## config.mk

```make
export PLATFORM = sky130hd
export DESIGN_NAME = ofd_decoder
export DESIGN_NICKNAME = d
export VERILOG_FILES = /design/src/design/ofd_pkg.sv /design/src/design/ofd_decoder.sv
export SDC_FILE = /design/constraint.sdc
export NUM_CORES = 1
export LEC_CHECK = 0
export ABC_AREA = 0
export BUFFER_PORTS_ARGS = -buffer_cell sky130_fd_sc_hd__buf_2
export CORE_ASPECT_RATIO = 1.2
export CORE_MARGIN = 3
export CORE_UTILIZATION = 50
export DETAILED_ROUTE_END_ITERATION = 6
export GPL_TIMING_DRIVEN = 0
export HOLD_SLACK_MARGIN = 0.12
export PLACE_DENSITY = 0.73
export SETUP_SLACK_MARGIN = 0.2
export SYNTH_ARGS = -nofsm -noshare
export SYNTH_HDL_FRONTEND = slang
export SYNTH_SLANG_ARGS = --single-unit
```

## constraint.sdc

```tcl
create_clock -name clk -period 3.4 [get_ports clk]
set_clock_uncertainty 0.2 [all_clocks]
set_input_delay 0.17 -clock clk [delete_from_list [all_inputs] [get_ports clk]]
set_output_delay 0.17 -clock clk [all_outputs]
set_load 0.05 [all_outputs]
```

## src/design/ofd_pkg.sv

```systemverilog
// constants and types for the operand field decoder
// assumes one 250 MHz clock; registers reached over AXI4-Lite
package ofd_pkg;
  // instruction cycle: four clock periods per cycle
  localparam logic [1:0] Q_LAST = 2'h3;
  // register byte offsets
  localparam logic [7:0] ADR_CTRL = 8'h00;
  localparam logic [7:0] ADR_TPTR = 8'h04;
  localparam logic [7:0] ADR_TLAT = 8'h08;
  localparam logic [7:0] ADR_IPTR = 8'h0c;
  localparam logic [7:0] ADR_STAT = 8'h10;
  // control fields and reset value
  localparam int CTRL_EN_BIT = 8;
  localparam logic [31:0] CTRL_MASK = 32'h0000_010f;
  localparam logic [31:0] CTRL_RST = 32'h0000_0100;
  localparam logic [20:0] TPTR_RST = 21'h00_0000;
  localparam logic [7:0] TLAT_RST = 8'h00;
  localparam logic [11:0] IPTR_RST = 12'h000;
  // fixed access region: low half bank 0, high half top bank
  localparam logic [3:0] ACC_LO_BANK = 4'h0;
  localparam logic [3:0] ACC_HI_BANK = 4'hf;
  // tag carried in the top nibble of every second word
  localparam logic [3:0] SECOND_TAG = 4'hf;
  // table pointer treatments
  localparam logic [1:0] TM_NONE = 2'h0;
  localparam logic [1:0] TM_POSTINC = 2'h1;
  localparam logic [1:0] TM_POSTDEC = 2'h2;
  localparam logic [1:0] TM_PREINC = 2'h3;
  // literal widths
  localparam logic [1:0] LW_NONE = 2'h0;
  localparam logic [1:0] LW_8 = 2'h1;
  localparam logic [1:0] LW_12 = 2'h2;
  localparam logic [1:0] LW_20 = 2'h3;
  // instruction cycle counts
  localparam logic [1:0] CYC_ONE = 2'h1;
  localparam logic [1:0] CYC_TWO = 2'h2;
  // bus answers
  localparam logic [1:0] RESP_OKAY = 2'h0;
  localparam logic [1:0] RESP_SLVERR = 2'h2;
  // instruction forms
  typedef enum logic [3:0] {
    F_NOP, F_ORPHAN, F_BYTE, F_BIT, F_LIT, F_MOVFF, F_LDPTR,
    F_IDX_SF, F_IDX_SS, F_GOTO, F_CALL, F_BRA, F_BCOND, F_RET, F_TBL
  } ofd_form_t;
  // word position within a double-word instruction
  typedef enum logic {ST_FIRST, ST_SECOND} ofd_state_t;
endpackage

```

## src/design/ofd_decoder.sv

```systemverilog
// operand field decoder: splits 16-bit instruction words into fields
// assumes fetch presents words synchronous to clk, held for a cycle
`timescale 1ns/1ps
`default_nettype none

// Overview of operation
// - access bit 0: fixed access region, bank ignored
// - access bit 1: bank from bank select reg
// - destination bit 0 accumulator, 1 file register
// - three-bit field picks bit 0..7
// - file field 8-bit; pointer designator 2-bit
// - register move: two full 12-bit addresses
// - fast bit 1 uses shadow registers
// - table mode: none, post-inc, post-dec, pre-inc
// - 21-bit table pointer, 8-bit table latch
// - don't-care bits ignored; tools emit zero
// - seven-bit offsets added to index pointer
// - relative branches signed; short calls, long calls and gotos absolute two-word
// - literals of 8, 12 or 20 bits
// - lone second word executes as no-operation
// - instruction cycle is four clock periods
module ofd_decoder (
  // clock and reset
  input wire logic clk,
  input wire logic rst_n,
  // fetched instruction word
  input wire logic [15:0] instr_word,
  input wire logic instr_valid,
  // program memory answer for table reads
  input wire logic [7:0] tbl_rdata,
  input wire logic tbl_rdata_valid,
  // decoded controls
  output var logic dec_valid_r,
  output var ofd_pkg::ofd_form_t dec_form_r,
  output var logic [11:0] dec_src_addr_r,
  output var logic [11:0] dec_dst_addr_r,
  output var logic dec_dest_file_r,
  output var logic [7:0] dec_bit_mask_r,
  output var logic [1:0] dec_ptr_sel_r,
  output var logic [19:0] dec_literal_r,
  output var logic [1:0] dec_lit_width_r,
  output var logic [19:0] dec_target_r,
  output var logic dec_branch_rel_r,
  output var logic dec_fast_r,
  output var logic [1:0] dec_cycles_r,
  output var logic dec_may_skip_r,
  // table access to program memory
  output var logic [20:0] tbl_addr_r,
  output var logic tbl_rd_r,
  output var logic tbl_wr_r,
  output var logic [7:0] tbl_wdata_r,
  // axi4-lite slave
  input wire logic [7:0] s_axi_awaddr,
  input wire logic s_axi_awvalid,
  output var logic s_axi_awready,
  input wire logic [31:0] s_axi_wdata,
  input wire logic [3:0] s_axi_wstrb,
  input wire logic s_axi_wvalid,
  output var logic s_axi_wready,
  output var logic [1:0] s_axi_bresp,
  output var logic s_axi_bvalid,
  input wire logic s_axi_bready,
  input wire logic [7:0] s_axi_araddr,
  input wire logic s_axi_arvalid,
  output var logic s_axi_arready,
  output var logic [31:0] s_axi_rdata,
  output var logic [1:0] s_axi_rresp,
  output var logic s_axi_rvalid,
  input wire logic s_axi_rready
);

  ////////////////////////////////////////////////////////////////////
  // helpers

  // byte-lane merge of a bus write into a register
  function automatic logic [31:0] merge(input logic [31:0] old,
      input logic [31:0] nw, input logic [3:0] strb);
    logic [31:0] res;
    res = old;
    for (int i = 0; i < 4; i++) begin
      if (strb[i]) begin
        res[8*i +: 8] = nw[8*i +: 8];
      end
    end
    return res;
  endfunction

  // unsigned seven-bit offset onto the index pointer
  function automatic logic [11:0] idx_addr(input logic [11:0] base,
      input logic [6:0] ofs);
    return base + {5'h00, ofs};
  endfunction

  // form of a first word; unlisted codes fall to no-operation
  function automatic ofd_pkg::ofd_form_t form_of(input logic [15:0] w);
    ofd_pkg::ofd_form_t f;
    f = ofd_pkg::F_NOP;
    if (w[15:12] == ofd_pkg::SECOND_TAG) begin
      f = ofd_pkg::F_ORPHAN;
    end else if (w[15:12] == 4'hc) begin
      f = ofd_pkg::F_MOVFF;
    end else if (w[15:11] == 5'h1a) begin
      f = ofd_pkg::F_BRA;
    end else if (w[15:11] == 5'h1b) begin
      f = ofd_pkg::F_CALL;
    end else if (w[15:11] == 5'h1c) begin
      f = ofd_pkg::F_BCOND;
    end else if (w[15:9] == 7'h76) begin
      f = ofd_pkg::F_CALL;
    end else if (w[15:8] == 8'hef) begin
      f = ofd_pkg::F_GOTO;
    end else if (w[15:6] == 10'h3b8) begin
      f = ofd_pkg::F_LDPTR;
    end else if (w[15:8] == 8'heb) begin
      f = w[7] ? ofd_pkg::F_IDX_SS : ofd_pkg::F_IDX_SF;
    end else if (w[15:12] >= 4'h7 && w[15:12] <= 4'hb) begin
      f = ofd_pkg::F_BIT;
    end else if (w[15:12] != 4'h0 && w[15:12] <= 4'h6) begin
      f = ofd_pkg::F_BYTE;
    end else if (w[15:12] == 4'h0 && (w[11] || w[11:8] == 4'h1)) begin
      f = ofd_pkg::F_LIT;
    end else if (w[15:8] == 8'h00 && w[7:4] == 4'h0 && w[3]) begin
      f = ofd_pkg::F_TBL;
    end else if (w[15:8] == 8'h00 && w[7:2] == 6'h04) begin
      f = ofd_pkg::F_RET;
    end else if (w[15:12] == 4'h0 && w[11:10] != 2'h0) begin
      f = ofd_pkg::F_BYTE;
    end else if (w[15:12] == 4'h0 && w[11:9] == 3'h1) begin
      f = ofd_pkg::F_BYTE;
    end
    return f;
  endfunction

  ////////////////////////////////////////////////////////////////////
  // instruction cycle divider

  logic [1:0] q_r; // clock phase within the cycle
  wire cyc_en = (q_r == ofd_pkg::Q_LAST);

  // four clocks per instruction cycle
  always_ff @(posedge clk) begin
    if (!rst_n) begin
      q_r <= 2'h0;
    end else begin
      q_r <= q_r + 2'h1;
    end
  end

  ////////////////////////////////////////////////////////////////////
  // registers

  logic [31:0] ctrl_r; // bank select and decode enable
  logic [20:0] table_pointer_r;
  logic [7:0] table_latch_r;
  logic [11:0] iptr_r; // index pointer for offset forms
  ofd_pkg::ofd_state_t state_r;
  logic [15:0] first_r; // held first word of a pair
  logic pair_err_r; // second word lacked its tag

  wire [3:0] bank_select_reg = ctrl_r[3:0];
  wire dec_en = ctrl_r[ofd_pkg::CTRL_EN_BIT];

  ////////////////////////////////////////////////////////////////////
  // field extraction, all combinational from the word

  wire in_second = (state_r == ofd_pkg::ST_SECOND);
  wire [15:0] fw = in_second ? first_r : instr_word; // first word
  wire [15:0] sw = instr_word; // second word when paired
  wire ofd_pkg::ofd_form_t form = form_of(fw);
  wire two_word = form inside {ofd_pkg::F_MOVFF, ofd_pkg::F_LDPTR,
      ofd_pkg::F_IDX_SF, ofd_pkg::F_IDX_SS, ofd_pkg::F_GOTO} ||
      (form == ofd_pkg::F_CALL && fw[11]);
  wire take = cyc_en && instr_valid && dec_en;
  wire take_first = take && !in_second;
  wire take_second = take && in_second;
  wire done = take && (in_second || !two_word);

  // bank addressing
  wire [3:0] acc_bank = fw[7] ? ofd_pkg::ACC_HI_BANK : ofd_pkg::ACC_LO_BANK;
  wire [11:0] acc_addr = {acc_bank, fw[7:0]};
  wire [11:0] bank_addr = {bank_select_reg, fw[7:0]};
  wire [11:0] ram_addr = fw[8] ? bank_addr : acc_addr;

  // bit position one-hot
  wire [7:0] bit_mask = 8'h01 << fw[11:9];

  // full-range move and indexed addresses
  wire [11:0] src_addr =
      (form == ofd_pkg::F_MOVFF) ? fw[11:0] :
      (form inside {ofd_pkg::F_IDX_SF, ofd_pkg::F_IDX_SS}) ?
      idx_addr(iptr_r, fw[6:0]) : ram_addr;
  // movss second word: only low seven bits count
  wire [11:0] dst_addr =
      (form inside {ofd_pkg::F_MOVFF, ofd_pkg::F_IDX_SF}) ? sw[11:0] :
      (form == ofd_pkg::F_IDX_SS) ? idx_addr(iptr_r, sw[6:0]) :
      ram_addr;

  // literal widths per form
  wire [19:0] literal =
      (form == ofd_pkg::F_LIT) ? {12'h000, fw[7:0]} :
      (form == ofd_pkg::F_LDPTR) ? {8'h00, fw[3:0], sw[7:0]} :
      (form inside {ofd_pkg::F_GOTO, ofd_pkg::F_CALL}) ?
      {sw[11:0], fw[7:0]} : 20'h00000;
  wire [1:0] lit_width =
      (form == ofd_pkg::F_LIT) ? ofd_pkg::LW_8 :
      (form == ofd_pkg::F_LDPTR) ? ofd_pkg::LW_12 :
      (form inside {ofd_pkg::F_GOTO, ofd_pkg::F_CALL}) ? ofd_pkg::LW_20 :
      ofd_pkg::LW_NONE;

  // eleven-bit relative field used by F_BRA only; both call codes have fw[11] set
  wire rel11 = (form == ofd_pkg::F_BRA) ||
      (form == ofd_pkg::F_CALL && !fw[11]);
  wire [19:0] target =
      rel11 ? {{9{fw[10]}}, fw[10:0]} :
      (form == ofd_pkg::F_BCOND) ? {{12{fw[7]}}, fw[7:0]} :
      literal;
  wire branch_rel = rel11 || (form == ofd_pkg::F_BCOND);

  // shadow select
  wire fast = (form == ofd_pkg::F_CALL && fw[11]) ? fw[8] :
      (form == ofd_pkg::F_RET) ? fw[0] : 1'b0;

  // cycle count: two when the pc always moves or for pairs
  wire pc_moves = branch_rel && (form != ofd_pkg::F_BCOND);
  wire [1:0] cycles = (two_word || pc_moves || form == ofd_pkg::F_RET) ?
      ofd_pkg::CYC_TWO : ofd_pkg::CYC_ONE;
  wire may_skip = (form == ofd_pkg::F_BCOND) ||
      (form == ofd_pkg::F_BIT && fw[15:13] == 3'h5);

  ////////////////////////////////////////////////////////////////////
  // table access

  wire [1:0] table_update_mode = fw[1:0];
  wire tbl_go = done && (form == ofd_pkg::F_TBL);
  wire [20:0] tp_inc = table_pointer_r + 21'h000001;
  wire [20:0] tp_dec = table_pointer_r - 21'h000001;
  wire [20:0] tp_upd =
      (table_update_mode == ofd_pkg::TM_NONE) ? table_pointer_r :
      (table_update_mode == ofd_pkg::TM_POSTDEC) ? tp_dec : tp_inc;
  wire [20:0] tp_use =
      (table_update_mode == ofd_pkg::TM_PREINC) ? tp_inc :
      table_pointer_r;

  ////////////////////////////////////////////////////////////////////
  // bus decode

  logic [7:0] awaddr_r;
  logic [31:0] wdata_r;
  logic [3:0] wstrb_r;
  wire wr_go = !s_axi_awready && !s_axi_wready && !s_axi_bvalid;
  wire wr_ctrl = wr_go && awaddr_r == ofd_pkg::ADR_CTRL;
  wire wr_tptr = wr_go && awaddr_r == ofd_pkg::ADR_TPTR;
  wire wr_tlat = wr_go && awaddr_r == ofd_pkg::ADR_TLAT;
  wire wr_iptr = wr_go && awaddr_r == ofd_pkg::ADR_IPTR;
  wire wr_hit = wr_ctrl || wr_tptr || wr_tlat || wr_iptr ||
      awaddr_r == ofd_pkg::ADR_STAT;
  wire ar_go = s_axi_arvalid && s_axi_arready;
  wire [31:0] stat_word = {24'h000000, pair_err_r, state_r,
      1'b0, dec_form_r, dec_valid_r};
  wire rd_hit = s_axi_araddr inside {ofd_pkg::ADR_CTRL,
      ofd_pkg::ADR_TPTR, ofd_pkg::ADR_TLAT, ofd_pkg::ADR_IPTR,
      ofd_pkg::ADR_STAT};
  wire [31:0] rd_word =
      (s_axi_araddr == ofd_pkg::ADR_CTRL) ? ctrl_r :
      (s_axi_araddr == ofd_pkg::ADR_TPTR) ? {11'h000, table_pointer_r} :
      (s_axi_araddr == ofd_pkg::ADR_TLAT) ? {24'h000000, table_latch_r} :
      (s_axi_araddr == ofd_pkg::ADR_IPTR) ? {20'h00000, iptr_r} :
      (s_axi_araddr == ofd_pkg::ADR_STAT) ? stat_word : 32'h00000000;
  wire [31:0] wmerge_ctrl = merge(ctrl_r, wdata_r, wstrb_r);
  wire [31:0] wmerge_tptr = merge({11'h000, table_pointer_r}, wdata_r,
      wstrb_r);
  wire [31:0] wmerge_tlat = merge({24'h000000, table_latch_r}, wdata_r,
      wstrb_r);
  wire [31:0] wmerge_iptr = merge({20'h00000, iptr_r}, wdata_r, wstrb_r);

  // software writes win over the hardware pointer update
  wire [20:0] table_pointer_nxt = wr_tptr ? wmerge_tptr[20:0] :
      tbl_go ? tp_upd : table_pointer_r;
  wire [7:0] table_latch_nxt = wr_tlat ? wmerge_tlat[7:0] :
      tbl_rdata_valid ? tbl_rdata : table_latch_r;

  ////////////////////////////////////////////////////////////////////
  // write channel: address and data taken in either order

  always_ff @(posedge clk) begin
    if (!rst_n) begin
      s_axi_awready <= 1'b1;
      s_axi_wready <= 1'b1;
      s_axi_bvalid <= 1'b0;
      s_axi_bresp <= ofd_pkg::RESP_OKAY;
      awaddr_r <= 8'h00;
      wdata_r <= 32'h00000000;
      wstrb_r <= 4'h0;
    end else begin
      if (s_axi_awvalid && s_axi_awready) begin
        s_axi_awready <= 1'b0;
        awaddr_r <= {s_axi_awaddr[7:2], 2'h0};
      end
      if (s_axi_wvalid && s_axi_wready) begin
        s_axi_wready <= 1'b0;
        wdata_r <= s_axi_wdata;
        wstrb_r <= s_axi_wstrb;
      end
      if (wr_go) begin
        s_axi_bvalid <= 1'b1;
        s_axi_bresp <= wr_hit ? ofd_pkg::RESP_OKAY : ofd_pkg::RESP_SLVERR;
      end else if (s_axi_bvalid && s_axi_bready) begin
        // reopen both channels once the answer is taken
        s_axi_bvalid <= 1'b0;
        s_axi_awready <= 1'b1;
        s_axi_wready <= 1'b1;
      end
    end
  end

  // read channel: one read at a time
  always_ff @(posedge clk) begin
    if (!rst_n) begin
      s_axi_arready <= 1'b1;
      s_axi_rvalid <= 1'b0;
      s_axi_rdata <= 32'h00000000;
      s_axi_rresp <= ofd_pkg::RESP_OKAY;
    end else if (ar_go) begin
      s_axi_arready <= 1'b0;
      s_axi_rvalid <= 1'b1;
      s_axi_rdata <= rd_word;
      s_axi_rresp <= rd_hit ? ofd_pkg::RESP_OKAY : ofd_pkg::RESP_SLVERR;
    end else if (s_axi_rvalid && s_axi_rready) begin
      s_axi_rvalid <= 1'b0;
      s_axi_arready <= 1'b1;
    end
  end

  // software-visible state
  always_ff @(posedge clk) begin
    if (!rst_n) begin
      ctrl_r <= ofd_pkg::CTRL_RST;
      table_pointer_r <= ofd_pkg::TPTR_RST;
      table_latch_r <= ofd_pkg::TLAT_RST;
      iptr_r <= ofd_pkg::IPTR_RST;
    end else begin
      if (wr_ctrl) begin
        ctrl_r <= wmerge_ctrl & ofd_pkg::CTRL_MASK;
      end
      if (wr_iptr) begin
        iptr_r <= wmerge_iptr[11:0];
      end
      table_pointer_r <= table_pointer_nxt;
      table_latch_r <= table_latch_nxt;
    end
  end

  ////////////////////////////////////////////////////////////////////
  // word pairing

  // a lone tagged word decodes as no-operation
  always_ff @(posedge clk) begin
    if (!rst_n) begin
      state_r <= ofd_pkg::ST_FIRST;
      first_r <= 16'h0000;
      pair_err_r <= 1'b0;
    end else if (take_first && two_word) begin
      state_r <= ofd_pkg::ST_SECOND;
      first_r <= instr_word;
    end else if (take_second) begin
      state_r <= ofd_pkg::ST_FIRST;
      pair_err_r <= (instr_word[15:12] != ofd_pkg::SECOND_TAG);
    end
  end

  ////////////////////////////////////////////////////////////////////
  // decoded controls, updated once per instruction cycle

  always_ff @(posedge clk) begin
    if (!rst_n) begin
      dec_valid_r <= 1'b0;
      dec_form_r <= ofd_pkg::F_NOP;
      dec_src_addr_r <= 12'h000;
      dec_dst_addr_r <= 12'h000;
      dec_dest_file_r <= 1'b0;
      dec_bit_mask_r <= 8'h01;
      dec_ptr_sel_r <= 2'h0;
      dec_literal_r <= 20'h00000;
      dec_lit_width_r <= ofd_pkg::LW_NONE;
      dec_target_r <= 20'h00000;
      dec_branch_rel_r <= 1'b0;
      dec_fast_r <= 1'b0;
      dec_cycles_r <= ofd_pkg::CYC_ONE;
      dec_may_skip_r <= 1'b0;
    end else begin
      dec_valid_r <= done;
      if (done) begin
        dec_form_r <= form;
        dec_src_addr_r <= src_addr;
        dec_dst_addr_r <= dst_addr;
        dec_dest_file_r <= fw[9];
        dec_bit_mask_r <= bit_mask;
        dec_ptr_sel_r <= fw[5:4];
        dec_literal_r <= literal;
        dec_lit_width_r <= lit_width;
        dec_target_r <= target;
        dec_branch_rel_r <= branch_rel;
        dec_fast_r <= fast;
        dec_cycles_r <= cycles;
        dec_may_skip_r <= may_skip;
      end
    end
  end

  // program memory strobes for table reads and writes
  always_ff @(posedge clk) begin
    if (!rst_n) begin
      tbl_addr_r <= 21'h000000;
      tbl_rd_r <= 1'b0;
      tbl_wr_r <= 1'b0;
      tbl_wdata_r <= 8'h00;
    end else begin
      tbl_rd_r <= tbl_go && !fw[2];
      tbl_wr_r <= tbl_go && fw[2];
      if (tbl_go) begin
        tbl_addr_r <= tp_use;
        tbl_wdata_r <= table_latch_r;
      end
    end
  end
endmodule

`default_nettype wire

```

==> results.md <==
- Cell repeated most along the worst path: buf_6
- Netlist Area Pre-Place: ~0.013 sq mm
- Via count: 13340
- Critical R2R Capture: dec_form_r[2]
- Final HPWL DP: ~34000 um
- Logic gate share of total power: a little over an eighth
- Starting Density: ~51%
- Antenna diodes: 0
- CTS tree: built
- Ratio of cells with drive above 1 in the final layout: 21.23%
- Tcrit/Tclk final: roughly 94%
- Clock transition at path regs: ~0.06 ns
- Total grt overflow: 0
- Number of global-route vias before repair: around 13000
- DRC violations left: 0
- Critical Path RT: around 3.6 ns
- Worst setup EP type: register
- Setup TNS: 0 ns
- Final worst setup slack: about 0.22 ns
- Final max-slew violation count: 0
- Register share of total power: 46.1%
- P per Cell Area: 392.6 mW/mm^2
- Worst Hold Class: register to register
- Worst Path Max Fanout: 10
- DIE AREA: between 0.02 and 0.03 sq mm
- Cells after synthesis: ~1500
- Min Tclk post-route: around 3.2 ns
- Clock sink count: approximately 240
- Antenna violations before repair: 0
- Max Freq: between 300 and 400 MHz
- Crit-path slowest cell: a21oi_1
- Worst slew pin tran: 0.9423 ns
- Critical path class: register to register
- Largest net degree at the start of global routing: 14
- RePlAce Congestion: approximately 0.99
- Most common cell in the netlist: dfxtp_1
- Die W: 151.3 um
- Clk root buf: clkbuf_16
- DR WL/cell: 21.01 um
- Clock power frac: between 40% and 50%
- Clk buf depth: 3
- Fin area: roughly 0.016 sq mm
- Max VDD drop: 400.6 uV
- Leading area contributor after synthesis: dfxtp_1
- Tot GR Track Use: approximately 33%
- Number of nets in the layout: between 2000 and 2500
- Pint: ~4700 uW
- H-Tree Level Count: 1
- CP Launch Point: in_second
- Post-synth top flop: dfxtp_1
- Seq cells post-synth: approximately 240
- Most common library cells after synthesis: dfxtp_1, nand2_1, a21oi_1
- Synthesis-to-layout area growth: 29.26%
- Synthesized area per cell: 8.223 sq um
- Critical-path cell list: buf_6 -> buf_8 -> buf_6 -> mux2_2 -> nor2_1 -> a21oi_1 -> nand2_1 -> o41ai_1 -> a21boi_0
- Post-DRT Antenna Nets: 0
- Fill cell count: ~2200
- Die H: between 150 and 200 um
- Final wirelength: 47100 um
- # Max-Cap Violations: 0
- First-pass GRT wire length: ~72000 um
- Placeable Area: around 0.025 sq mm
- Sw frac: a little over a quarter
- Placed instance area: roughly 0.014 sq mm
- Final Hold Fails: 0
- Distinct cells, synth: 84
- Synth top area share: between 30% and 40%
- Place WS: -1.176 ns
- Core Rows: 63
- Endpoints failing setup: 0
- Tot Pwr: 6431 uW
- Async S/R FF share, synth: 0%
- Outcome: complete, no violations
- RSZ-0062 raised after global routing: true
- Number of synthesized flops with an enable pin: 0
- Slowest Stage Delay on Critical Path: approximately 0.74 ns
- Worst r2r path cells: 9
- # IOs: 244
- TritonCTS buffer count: 25
- P_leak: 0.007062 uW
- Core Util, Final: about 66%
- Clock Latency Late Sink: 0.53 ns
- Sequential area share after synthesis: 38.23%
- Slew margin rel.: 37.18%
- Synth warn: 0
- Initial DRC Count: roughly 1000
- R2r setup slk: between 0.2 and 0.25 ns
- Drt pass-1 iters: 6
- Number of I/O port buffers: 211
- Area contributors post-synth: dfxtp_1, nand2_1, a21oi_1
- Drt via density: 5.950
- CP Data Arrival Time: around 3.4 ns
- Crit path launch type: register
- Critical Path End: dec_form_r[2]
- Sw power: ~1800 uW
- Critical R2R Launch: in_second
## power groups by stage
stage / clock, uW / sequential (uW) / combinational [uW]
3_3_place_gp: 0 / 3020 / 721
3_5_place_dp: 0 / 3020 / 730
5_1_grt: 2730 / 2970 / 921
6_report: 2600 / 2960 / 865
2_1_floorplan: 0 / 3120 / 377
4_1_cts: 2630 / 2960 / 822
## how the worst min path moves through the flow
stage                        end  cells past startpoint  slack [ns]       startpoint
floorplan           s_axi_wready                      1        0.07     s_axi_wvalid
global placement    s_axi_wready                      2        0.18     s_axi_wvalid
detailed placement  s_axi_wready                      2        0.20     s_axi_wvalid
CTS                   wstrb_r[2]                      4        0.22   s_axi_wstrb[2]
global route         wdata_r[11]                      4        0.24  s_axi_wdata[11]
finish                    q_r[0]                      1        0.22           q_r[0]
## final cells by class
class | count | area [sq um] | area share, %
Multi-Input combinational cell | 1153 | 7422 | 45.31
Sequential cell | 242 | 4845 | 29.58
Timing Repair Buffer | 320 | 2092 | 12.77
Buffer | 136 | 774.5 | 4.728
Clock buffer | 35 | 673.1 | 4.110
Tap cell | 325 | 406.6 | 2.483
Inverter | 23 | 91.34 | 0.5576
Clock inverter | 8 | 75.07 | 0.4583
## critical path, delay by kind of cell, from the launching register on
kind                   cells  cell delay (ns)
AO/OA/AOI/OAI              3             1.36
buffers and inverters      3             0.54
flip-flops                 1             0.36
multiplexers               1             0.35
AND/OR/NAND/NOR            2             0.22
## flip-flops by register name (all words and copies together) (netlist names), 12 cells and up
name	cells
tbl_addr_r	21
s_axi_rdata	21
dec_dst_addr_r	12
table_pointer_r	21
dec_target_r	20
wdata_r	21
first_r	16
iptr_r	12
dec_src_addr_r	12
dec_literal_r	20
## placed cells by master, fill, tap and decap left out, types with 53 or more instances in the layout
cell             n
buf_2          219
clkbuf_1        83
dfxtp_1        242
nor2b_1         71
nand2_1        223
o21ai_0        104
a21oi_1        102
a21boi_0        53
nor2_1          64
dlygate4sd3_1   82
## metrics by stage
| step | hold WS (ns) | std cells |
|---|---|---|
| finish | 0.2203 | 2242 |
| floorplan | 0.07035 | 1553 |
| detailed placement | 0.1965 | 2089 |
| global route | 0.2405 | 2242 |
| CTS | 0.2205 | 2224 |
| global placement | 0.1777 | 2089 |
## metal layers
metal	routed length [um]	track usage (%)
met1	18000	39.95
met5	0	0
met2	22870	57.31
met4	2475	16.07
met3	3753	4.101
## cell families (layout without fill, tap and decap cells)
logic type               after synthesis  after routing  share of synthesized area (%)
AO/OA/AOI/OAI                        464            464                          24.75
XOR/XNOR                              36             36                          2.488
adder cells (fa/ha/maj)               19             19                          1.994
buffers and inverters                159            522                          5.776
flip-flops                           242            242                          38.23
multiplexers                          64             64                          5.174
other                                  1             13                        0.02959
AND/OR/NAND/NOR                      556            557                          21.55
## what timing repair did
| action | CTS | global route |
|---|---|---|
| endpoints found under the setup margin | 144 | 137 |
| hold buffers | 82 | 0 |
| cloned | 0 | 1 |
| hold endpoints to repair | 124 | 0 |
| resized for setup | 53 | 73 |
| setup buffers | 10 | 17 |
| pin swaps | 4 | 8 |
(Power assumes the default switching activity.)
